--- config.mk ---
export PLATFORM = sky130hd
export DESIGN_NAME = gpc_port
export DESIGN_NICKNAME = d
export VERILOG_FILES = /design/src/gpc_pkg.sv /design/src/gpc_port.sv
export SDC_FILE = /design/constraint.sdc
export NUM_CORES = 1
export LEC_CHECK = 0
export BUFFER_PORTS_ARGS = -buffer_cell sky130_fd_sc_hd__buf_2
export CAP_MARGIN = 20
export CORE_AREA = 5 5 203 205
export CTS_CLUSTER_DIAMETER = 60
export DETAILED_ROUTE_END_ITERATION = 10
export DIE_AREA = 0 0 208 210
export PLACE_DENSITY = 0.48
export REMOVE_ABC_BUFFERS = 1
export SYNTH_ARGS = -nofsm -noshare
export SYNTH_HDL_FRONTEND = slang
export SYNTH_SLANG_ARGS = --single-unit
--- constraint.sdc ---
create_clock -name pclk -period 7.89 [get_ports pclk]
set_input_delay 0.3945 -clock pclk [delete_from_list [all_inputs] [get_ports pclk]]
set_output_delay 0.3945 -clock pclk [all_outputs]
set_load 0.02 [all_outputs]
--- src/gpc_pkg.sv ---
package gpc_pkg;
   // Pin count of the group and field layouts
   localparam int NPIN = 8;
   localparam int NGRP = 13;
   localparam int GRP_IDX = 0;
   localparam logic [15:0] ZERO16 = 16'h0000;
   // Register byte offsets on the bus
   localparam logic [7:0] OFF_DATA = 8'h00;
   localparam logic [7:0] OFF_IOEN = 8'h04;
   localparam logic [7:0] OFF_PULL = 8'h08;
   localparam logic [7:0] OFF_FLAG = 8'h0c;
   localparam logic [7:0] OFF_ECTL = 8'h10;
   localparam logic [7:0] OFF_DBEN = 8'h14;
   localparam logic [7:0] OFF_MODE = 8'h18;
   localparam logic [7:0] OFF_FSEL = 8'h1c;
   localparam logic [7:0] OFF_FCLK = 8'h20;
   localparam logic [7:0] OFF_GRP = 8'h24;
   // Filter clock control fields
   localparam int FC_SRC_LO = 0;
   localparam int FC_KRST_LO = 2;
   localparam int FC_DIV_LO = 4;
   localparam int FC_DBG_BIT = 8;
   localparam logic [15:0] FC_MASK = 16'h01ff;
   localparam logic [1:0] KRST_OFF = 2'h0;
   localparam logic [1:0] KRST_P1 = 2'h1;
   localparam logic [1:0] KRST_P2 = 2'h2;
   localparam logic [1:0] KRST_P3 = 2'h3;
   // Debounce: the level must hold this many filter ticks
   localparam logic [1:0] DB_TICKS = 2'h2;
   // Per-pin pad controls
   typedef struct packed {
      logic [NPIN-1:0] out;
      logic [NPIN-1:0] oe_n;
      logic [NPIN-1:0] pull_en;
      logic [NPIN-1:0] pull_up;
   } gpc_pad_type;
   // Peripheral side of the pins
   typedef struct packed {
      logic [NPIN-1:0] out;
      logic [NPIN-1:0] oe;
   } gpc_peri_type;
endpackage

--- src/gpc_port.sv ---
`timescale 1ns/1ps
// How it works
// - Output enable 1 drives stored output value; writes while disabled only stored.
// - Peripheral-owned pin ignores GPIO output value and enable.
// - Input value reads the pin only while input gate is 1, else 0.
// - Peripheral-owned pin reads 0 in the input value bits.
// - With input and output enabled, input reads the driven level.
// - Output enable 0 leaves the pin high impedance.
// - Pull direction 1 selects up, 0 down; applied only with pull enable.
// - No pull while output enable is 1.
// - Peripheral-owned pin ignores GPIO input, output and pull settings.
// - Edge flag reads 1 after an event; write 1 clears, 0 keeps.
// - Edge polarity 1 catches falling edges, 0 rising edges.
// - Debounce enable routes the edge and key reset input through the filter, else bypass; the input value bits always read unfiltered.
// - Function mode 1 hands the pin to a peripheral; reset value 0.
// - Function choice 0..3 picks the peripheral function; peri_fn carries it whatever the function mode.
// - Run-in-debug bit 8 keeps the filter clock running while halted.
// - Key reset off at 0, else requests reset when pins 1:0/2:0/3:0 all low.
// - Filter clock source code selects one of four clock sources.
// - Divider code 0..f divides the source by 1 up to 32768.
// - Group summary register holds one read-only bit per group, bits 12..0.
// - Interrupt request only when flag set and its enable is 1.
// - Summary bit not set by flags of disabled pins.
// - Summary bit clears once those flags are cleared.
// - Debounce drops pulses shorter than two to three filter ticks.
module gpc_port
   import gpc_pkg::*;
(
   // Clock and reset
   input wire logic pclk,
   input wire logic presetn,
   input wire logic clk_en,
   // APB slave
   input wire logic psel,
   input wire logic penable,
   input wire logic pwrite,
   input wire logic [7:0] paddr,
   input wire logic [31:0] pwdata,
   output logic [31:0] prdata,
   output logic pready,
   output logic pslverr,
   // Pins and peripherals
   input wire logic [gpc_pkg::NPIN-1:0] pin_in,
   input wire gpc_pkg::gpc_peri_type peri_in,
   output gpc_pkg::gpc_pad_type pad,
   output logic [gpc_pkg::NPIN-1:0] peri_rx,
   output logic [1:0] peri_fn [gpc_pkg::NPIN],
   // Filter clock sources, one-cycle ticks
   input wire logic [3:0] src_tick,
   input wire logic debug_mode,
   // Interrupt and reset requests
   output logic irq,
   output logic key_reset_req
);
   import gpc_pkg::*;

   logic [NPIN-1:0] out_r, ien_r, oen_r, pdir_r, pen_r, flag_r, edge_r, ie_r;
   logic [NPIN-1:0] dben_r, mode_r;
   logic [15:0] fsel_r;
   logic [15:0] fclk_r;
   logic [NPIN-1:0] sync1_r, sync2_r, filt_r, prev_r;
   logic [1:0] dbcnt_r [NPIN];
   logic [14:0] div_r;
   logic tick_r;
   logic [NGRP-1:0] grp_r;

   // Read word of a register that holds two pin fields, upper field first
   function automatic logic [15:0] gpc_rd(input logic [7:0] hi, input logic [7:0] lo);
      gpc_rd = {hi, lo};
   endfunction

   // Write strobe of one register offset in the access cycle
   function automatic logic gpc_wr_hit(input logic w, input logic [7:0] a,
         input logic [7:0] off);
      gpc_wr_hit = w && (a == off);
   endfunction

   // Ones in the low n bits of the divider; n = 0 gives none, so every tick passes
   function automatic logic [14:0] gpc_low_mask(input logic [3:0] n);
      gpc_low_mask = (15'h1 << n) - 15'h1;
   endfunction

   // A pin that is both flagged and enabled asks for service
   function automatic logic gpc_any_pending(input logic [NPIN-1:0] flags,
         input logic [NPIN-1:0] en);
      gpc_any_pending = |(flags & en);
   endfunction

   logic acc, wr;
   assign acc = psel && penable && clk_en;
   assign wr = acc && pwrite;

   // Fields of the shared filter clock control word
   logic [1:0] fsrc, krst;
   logic [3:0] fdiv;
   assign fsrc = fclk_r[FC_SRC_LO +: 2];
   assign krst = fclk_r[FC_KRST_LO +: 2];
   assign fdiv = fclk_r[FC_DIV_LO +: 4];

   // Pin-facing inputs: GPIO sees nothing of a peripheral pin
   logic [NPIN-1:0] gpio_own, drv_gpio, in_sel, qual, edge_hit, in_level;
   assign gpio_own = ~mode_r;
   assign drv_gpio = oen_r & gpio_own;
   // Driving GPIO pins with the input gate on read back their own level, as the pad loops it
   assign in_sel = ien_r & gpio_own;

   // One strobe per writable register, decoded once and shared by the blocks below
   // Strobes carry clk_en through wr, so a frozen block ignores the bus
   logic wr_data, wr_ioen, wr_pull, wr_flag, wr_ectl, wr_dben, wr_mode, wr_fsel, wr_fclk;
   assign wr_data = gpc_wr_hit(wr, paddr, OFF_DATA);
   assign wr_ioen = gpc_wr_hit(wr, paddr, OFF_IOEN);
   assign wr_pull = gpc_wr_hit(wr, paddr, OFF_PULL);
   assign wr_flag = gpc_wr_hit(wr, paddr, OFF_FLAG);
   assign wr_ectl = gpc_wr_hit(wr, paddr, OFF_ECTL);
   assign wr_dben = gpc_wr_hit(wr, paddr, OFF_DBEN);
   assign wr_mode = gpc_wr_hit(wr, paddr, OFF_MODE);
   assign wr_fsel = gpc_wr_hit(wr, paddr, OFF_FSEL);
   assign wr_fclk = gpc_wr_hit(wr, paddr, OFF_FCLK);
   // The summary offset has no strobe: software cannot write it

   // Stored output value; written even while the pin is not driven
   always_ff @(posedge pclk or negedge presetn) begin
      if (!presetn) begin
         out_r <= '0;
      end else if (wr_data) begin
         out_r <= pwdata[15:8];
      end
   end

   // Input and output gates of each pin
   always_ff @(posedge pclk or negedge presetn) begin
      if (!presetn) begin
         ien_r <= '0;
         oen_r <= '0;
      end else if (wr_ioen) begin
         ien_r <= pwdata[15:8];
         oen_r <= pwdata[7:0];
      end
   end

   // Pull direction and pull enable
   always_ff @(posedge pclk or negedge presetn) begin
      if (!presetn) begin
         pdir_r <= '0;
         pen_r <= '0;
      end else if (wr_pull) begin
         pdir_r <= pwdata[15:8];
         pen_r <= pwdata[7:0];
      end
   end

   // Edge polarity and interrupt enable of each pin
   always_ff @(posedge pclk or negedge presetn) begin
      if (!presetn) begin
         edge_r <= '0;
         ie_r <= '0;
      end else if (wr_ectl) begin
         edge_r <= pwdata[15:8];
         ie_r <= pwdata[7:0];
      end
   end

   // Debounce enables
   always_ff @(posedge pclk or negedge presetn) begin
      if (!presetn) begin
         dben_r <= '0;
      end else if (wr_dben) begin
         dben_r <= pwdata[7:0];
      end
   end

   // Function mode; a set bit hands the pin to its peripheral
   always_ff @(posedge pclk or negedge presetn) begin
      if (!presetn) begin
         mode_r <= '0;
      end else if (wr_mode) begin
         mode_r <= pwdata[7:0];
      end
   end

   // Function choice, two bits a pin
   always_ff @(posedge pclk or negedge presetn) begin
      if (!presetn) begin
         fsel_r <= ZERO16;
      end else if (wr_fsel) begin
         fsel_r <= pwdata[15:0];
      end
   end

   // Filter clock control; the reserved upper bits stay zero
   always_ff @(posedge pclk or negedge presetn) begin
      if (!presetn) begin
         fclk_r <= ZERO16;
      end else if (wr_fclk) begin
         fclk_r <= pwdata[15:0] & FC_MASK;
      end
   end

   // Two-stage synchroniser; only the second stage feeds logic
   // The first stage may settle late, so nothing else may read it
   always_ff @(posedge pclk or negedge presetn) begin
      if (!presetn) begin
         sync1_r <= '0;
         sync2_r <= '0;
      end else if (clk_en) begin
         sync1_r <= pin_in;
         sync2_r <= sync1_r;
      end
   end

   // Filter clock: source pick, then power-of-two divider
   // Halted in debug unless run-in-debug is set
   logic src_on, div_hit;
   assign src_on = src_tick[fsrc] && !(debug_mode && !fclk_r[FC_DBG_BIT]);
   // Hits when the low fdiv bits are all ones, so one tick in 2^fdiv passes
   assign div_hit = (div_r & gpc_low_mask(fdiv)) == gpc_low_mask(fdiv);
   // Divider counts source ticks only; a stopped source or a halt freezes it
   always_ff @(posedge pclk or negedge presetn) begin
      if (!presetn) begin
         div_r <= '0;
      end else if (clk_en && src_on) begin
         div_r <= div_hit ? '0 : div_r + 15'h1;
      end
   end

   // Filter tick, one pclk cycle wide, for the debounce samplers
   always_ff @(posedge pclk or negedge presetn) begin
      if (!presetn) begin
         tick_r <= 1'b0;
      end else if (clk_en) begin
         tick_r <= src_on && div_hit;
      end
   end

   // Debounce: accept a new level after it holds for DB_TICKS+1 samples
   // Samples only on filter ticks; a pulse near the limit may pass or not
   always_ff @(posedge pclk or negedge presetn) begin
      if (!presetn) begin
         filt_r <= '0;
         for (int i = 0; i < NPIN; i++) begin
            dbcnt_r[i] <= '0;
         end
      end else if (clk_en && tick_r) begin
         for (int i = 0; i < NPIN; i++) begin
            if (sync2_r[i] == filt_r[i]) begin
               dbcnt_r[i] <= '0;
            end else if (dbcnt_r[i] == DB_TICKS) begin
               filt_r[i] <= sync2_r[i];
               dbcnt_r[i] <= '0;
            end else begin
               dbcnt_r[i] <= dbcnt_r[i] + 2'h1;
            end
         end
      end
   end

   assign in_level = (dben_r & filt_r) | (~dben_r & sync2_r);
   // A disabled input counts as a steady 0, so a floating pin raises no flag
   // and a peripheral pin never reaches the edge logic
   assign qual = in_level & in_sel;

   // Edge detector per pin
   // Both sides start at 0 after reset, so no false edge follows it
   always_ff @(posedge pclk or negedge presetn) begin
      if (!presetn) begin
         prev_r <= '0;
      end else if (clk_en) begin
         prev_r <= qual;
      end
   end
   assign edge_hit = (edge_r & prev_r & ~qual) | (~edge_r & ~prev_r & qual);

   // Edge flags: a new event wins over a clearing write
   // Writing 0 to a bit keeps that flag, so software may clear one pin alone
   always_ff @(posedge pclk or negedge presetn) begin
      if (!presetn) begin
         flag_r <= '0;
      end else if (clk_en) begin
         flag_r <= (flag_r & ~(wr_flag ? pwdata[7:0] : 8'h00)) | edge_hit;
      end
   end

   // Group summary from enabled flags only
   // One group lives in this block; its bit sits at GRP_IDX, the others read 0
   always_ff @(posedge pclk or negedge presetn) begin
      if (!presetn) begin
         grp_r <= '0;
      end else if (clk_en) begin
         grp_r <= '0;
         grp_r[GRP_IDX] <= gpc_any_pending(flag_r, ie_r);
      end
   end

   // Interrupt request to the controller
   always_ff @(posedge pclk or negedge presetn) begin
      if (!presetn) begin
         irq <= 1'b0;
      end else if (clk_en) begin
         irq <= gpc_any_pending(flag_r, ie_r);
      end
   end

   // Key reset: selected low pins all low
   // Uses the debounced level where enabled, so a short press does not reset
   always_ff @(posedge pclk or negedge presetn) begin
      if (!presetn) begin
         key_reset_req <= 1'b0;
      end else if (clk_en) begin
         case (krst)
            KRST_P1: key_reset_req <= ~|in_level[1:0];
            KRST_P2: key_reset_req <= ~|in_level[2:0];
            KRST_P3: key_reset_req <= ~|in_level[3:0];
            default: key_reset_req <= 1'b0;
         endcase
      end
   end

   // Pad drive: GPIO or peripheral owns each pin
   // Registered so the pad sees no decode glitches; costs one cycle of latency
   always_ff @(posedge pclk or negedge presetn) begin
      if (!presetn) begin
         pad <= '{out: '0, oe_n: '1, pull_en: '0, pull_up: '0};
      end else if (clk_en) begin
         pad.out <= (mode_r & peri_in.out) | (gpio_own & out_r);
         pad.oe_n <= ~((mode_r & peri_in.oe) | drv_gpio);
         pad.pull_en <= gpio_own & pen_r & ~oen_r;
         pad.pull_up <= pdir_r;
      end
   end

   // Peripheral side: synchronised input and the function choice of each pin
   always_ff @(posedge pclk or negedge presetn) begin
      if (!presetn) begin
         peri_rx <= '0;
         for (int i = 0; i < NPIN; i++) begin
            peri_fn[i] <= 2'h0;
         end
      end else if (clk_en) begin
         peri_rx <= sync2_r & mode_r;
         for (int i = 0; i < NPIN; i++) begin
            peri_fn[i] <= fsel_r[2*i +: 2];
         end
      end
   end

   // APB read data and completion; zero wait states, unmapped reads 0
   // Data is caught in setup so it stands through the whole access cycle
   always_ff @(posedge pclk or negedge presetn) begin
      if (!presetn) begin
         prdata <= '0;
         pready <= 1'b0;
         pslverr <= 1'b0;
      end else if (clk_en) begin
         pready <= psel && !penable;
         pslverr <= 1'b0;
         if (psel && !penable && !pwrite) begin
            case (paddr)
               OFF_DATA: prdata <= {16'h0, gpc_rd(out_r, sync2_r & in_sel)};
               OFF_IOEN: prdata <= {16'h0, gpc_rd(ien_r, oen_r)};
               OFF_PULL: prdata <= {16'h0, gpc_rd(pdir_r, pen_r)};
               OFF_FLAG: prdata <= {16'h0, gpc_rd(8'h00, flag_r)};
               OFF_ECTL: prdata <= {16'h0, gpc_rd(edge_r, ie_r)};
               OFF_DBEN: prdata <= {16'h0, gpc_rd(8'h00, dben_r)};
               OFF_MODE: prdata <= {16'h0, gpc_rd(8'h00, mode_r)};
               OFF_FSEL: prdata <= {16'h0, fsel_r};
               OFF_FCLK: prdata <= {16'h0, fclk_r};
               OFF_GRP: prdata <= {19'h0, grp_r};
               default: prdata <= '0;
            endcase
         end
      end
   end
endmodule // gpc_port

==> results by group <==
Floorplan
  – Chip Width: around 210 um
  – Die ar.: 43680 um^2
  – # IOs: between 150 and 200
  – Die Ht: 210 um
  – Initial Util: 0.2939
  – Core region area: between 30000 and 40000 um^2
  – Row count: 73

Global route
  – Total grt overflow: 0
  – Total Routing Usage GR: 0.1604
  – Vias in the first global route: between 8k and 9k
  – Largest net degree at the start of global routing: 141
  – Initial antenna violation count: 1
  – First-pass GRT wire length: around 54 mm

Clocking
  – CTS sink count: around 240
  – CTS max path bufs: 3
  – H-tree depth: 2
  – Post-CTS setup buffers: 0
  – CTS tree: done
  – CTS resizes: 0
  – Clock-pin slew on the worst setup and hold paths: about 60 ps
  – TritonCTS Buffers: 34
  – Clock Latency Late Sink: around 530 ps
  – Clk root buf: clkbuf_16

Worst hold path
  – Hold wc startpoint: pin_in[5]
  – Hold WC Path Type: in -> reg

Worst setup path
  – Crit path from: fclk_r[5]
  – Critical path, cell by cell: or4_4, ha_1, xnor2_1, a32oi_1, o2111ai_1, nor4_4, nor2_1
  – WP data arrival: 3490 ps
  – Worst path depth: 7
  – CP required: a little over 8000 ps
  – Crit path buf inv count: 0
  – Critical path peak fanout: 15
  – Reg-to-reg endpoint: div_r[7]
  – Worst Setup Path Type: reg -> reg
  – Worst Setup EP: div_r[7]
  – Worst reg-to-reg setup slack: ~4800 ps
  – Startpoint Class: flip-flop
  – Largest delay contributor family on the critical path: simple AND/OR/NAND/NOR gates
  – Max stage delay on crit path: between 700 and 800 ps
  – Worst reg2reg path depth: 7
  – Worst R2R Start: fclk_r[5]
  – Crit. End Element: flip-flop
  – Crit-path slowest cell: nor4_4

Logic synthesis
  – Register area share after synthesis: 0.5297
  – Synth cell types: 76
  – Area contributors post-synth: dfrtp_1 51%, mux2_2 15%, mux2i_1 3.3%, nand2_1 2.2%, o21ai_0 1.9%
  – Post-synth top area share: 0.5115
  – EDFF count, synth: 0
  – Synthesis Warnings: 0
  – Mapped Cells: around 950
  – Synthesized cell area: 11540 um^2
  – Ys flop type: dfrtp_1
  – Post-synth top area cell: dfrtp_1
  – Seq cells post-synth: between 200 and 250
  – Async SR Flop Fraction: 1.000
  – Mean Syn Cell Area: roughly 12 um^2

Job
  – Max Cap Violations: 0

Timing
  – Final Critical Period: 3134 ps
  – Slew HR: 0.2795
  – F_max: 319.1 MHz
  – Max Clock Skew: ~24 ps
  – RSZ-0062 raised after global routing: no
  – Hold Slack: ~94 ps
  – Setup TNS: 0 ps
  – Endpoints failing setup: 0
  – Tcrit/Tclk final: 0.3972
  – Fin. Hold Viols: 0
  – Worst-margin pin slew: ~1100 ps
  – Slew Limit Fails: 0

Route
  – Post-Route WL: about 35 mm
  – Via density: 5.002
  – Initial DRC count: roughly 480
  – WL per Instance: 21.63 um
  – ANT nets after route: 0
  – # DRC: 0
  – Via Count: between 8k and 9k
  – Drt pass-1 iters: 5

Placement
  – Number of port buffers: around 130
  – Placed Instances: 1570
  – Placement Cell Area: between 10000 and 15000 um^2
  – RD Place Congestion: between 0.8 and 0.9
  – Detailed Place HPWL: 23.92 mm

Power and ir drop
  – Sw Ratio: 0.2390
  – Clock Power Share: 0.520
  – Combinational Power Share: 0.059
  – Net load switching power: 0.7560 mW
  – LEAKAGE: between 6 and 7 nW
  – Pwr/cell area: about 230 nW/um^2
  – Cell Int Power: around 2.4 mW
  – Register share of total power: 0.421
  – VDD IR max: 0.1279 mV

Final layout
  – # diodes: 0
  – Design area: approximately 14000 um^2
  – Final #Nets: 1159
  – Filler cells: roughly 4k
  – Layout cells sized above 1: 0.3691
  – Final non-filler cell total: around 1.6k
  – Area Growth Syn to Fin: 20.61%

Run status
  – Status: finished, final reports clean
[synth_stat cells, types with 3 or more instances]
cell,count
nand2_1,69
clkbuf_1,32
nand3_1,19
nor2_1,44
buf_6,4
a22oi_1,15
inv_1,23
buf_4,23
nor4_1,5
a21oi_1,12
dfrtp_1,236
nor3b_1,12
nand4_1,4
nor4b_1,3
nor3_4,4
o21ai_0,44
buf_2,12
a32o_1,7
dfstp_2,8
o211ai_1,3
mux2i_1,38
xor2_1,7
a222oi_1,7
a32oi_1,6
a221oi_1,4
and2_1,4
xnor2_1,15
buf_1,3
o22ai_1,8
nor3_1,15
a22o_1,20
mux2_2,158
o32ai_1,9
nand4b_1,3
and3_1,4
nor2b_1,12
mux2_4,10
[cells in the final DEF (no fill, tap or decap), types with 8 or more instances in the layout]
cell type  instances
buf_4             16
clkbuf_16         37
nor2b_1           12
mux2_4            10
o32ai_1            9
inv_1             23
mux2i_1           38
nor3b_1           12
dfstp_2            8
a22o_1            20
o22ai_1            8
a21oi_1           12
nand2_1           69
a22oi_1           15
conb_1            17
buf_2            131
xnor2_1           15
nor2_1            44
mux2_2           158
nor3_1            15
dfrtp_1          236
nand3_1           19
o21ai_0           44
[per-stage QoR]
| step | utilization | total power [mW] | setup WS, ps |
|---|---|---|---|
| 2_1_floorplan | - | 1.425 | 4247 |
| 3_3_place_gp | 0.3229 | 1.540 | 4448 |
| 3_5_place_dp | 0.3232 | 1.543 | 4438 |
| 4_1_cts | 0.3545 | 3.220 | 4715 |
| 5_1_grt | 0.3545 | 3.291 | 4538 |
| 6_report | 0.3545 | 3.163 | 4756 |
[sequential cells by signal, indices dropped and copies added (netlist names), 9 cells and up]
name and cells:
peri_fn 16, fsel_r 16, prdata 16, div_r 15
dbcnt_r 16, pad 32, fclk_r 9
[kinds of logic after synthesis]
logic type	Yosys count	share of synthesized area
mux	208	0.2030
fa+ha+maj	2	0.002167
buf+inv	97	0.04292
flops	244	0.5297
other cells	1	0.0003248
simple gates	225	0.1098
xor+xnor	22	0.01669
compound gates	154	0.09537
[how the worst min path moves through the flow]
stage | to | slack [ps] | cells past startpoint
CTS | sync1_r[5] | 60 | 2
finish | sync1_r[5] | 90 | 2
detailed placement | tick_r | 470 | 1
global route | sync1_r[5] | 80 | 2
global placement | prdata[1] | 470 | 2
floorplan | dbcnt_r[0] | 100 | 0
[worst reg2reg max path: cells and delay by family, from the launching register on]
kind                     cells  cell delay, ps
AND/OR/NAND/NOR              3            1460
flip-flops                   1             530
XOR/XNOR                     1             170
adder cells (fa/ha/maj)      1             320
AO/OA/AOI/OAI                2             470
[power by group through the flow]
stage | clock, mW | sequential [mW] | combinational (mW)
after floorplan | 0 | 1.34 | 0.0814
after global placement | 0 | 1.35 | 0.187
after detailed placement | 0 | 1.35 | 0.190
after CTS | 1.70 | 1.33 | 0.191
after global routing | 1.75 | 1.34 | 0.208
final | 1.65 | 1.33 | 0.187
[area by class of cell]
type / count / area, um^2 / share of cell area
clock buffers: 49 / 1041 / 0.07476
clock inverters: 13 / 180.2 / 0.01294
inverters: 23 / 86.33 / 0.006200
multi-input cells: 628 / 5012 / 0.3600
flip-flops and latches: 244 / 6116 / 0.4392
well taps: 525 / 656.9 / 0.04717
repair buffers: 151 / 832.0 / 0.05975
[metal layers]
| layer | global-route usage | wire [um] | vias up | part of all wire |
|---|---|---|---|---|
| li1 | - | - | 3725 | - |
| met4 | 0.04122 | 649 | 2 | 0.018 |
| met5 | 0 | 20 | - | 0.00057 |
| met2 | 0.2508 | 16060 | 238 | 0.45 |
| met3 | 0.03706 | 1986 | 42 | 0.056 |
| met1 | 0.2269 | 16610 | 4162 | 0.47 |
[timing repair]
item,CTS,global route
hold buffers,1,0
setup endpoints to repair,0,0
endpoints found under the hold margin,100,0
Power figures use the tool's default switching activity.
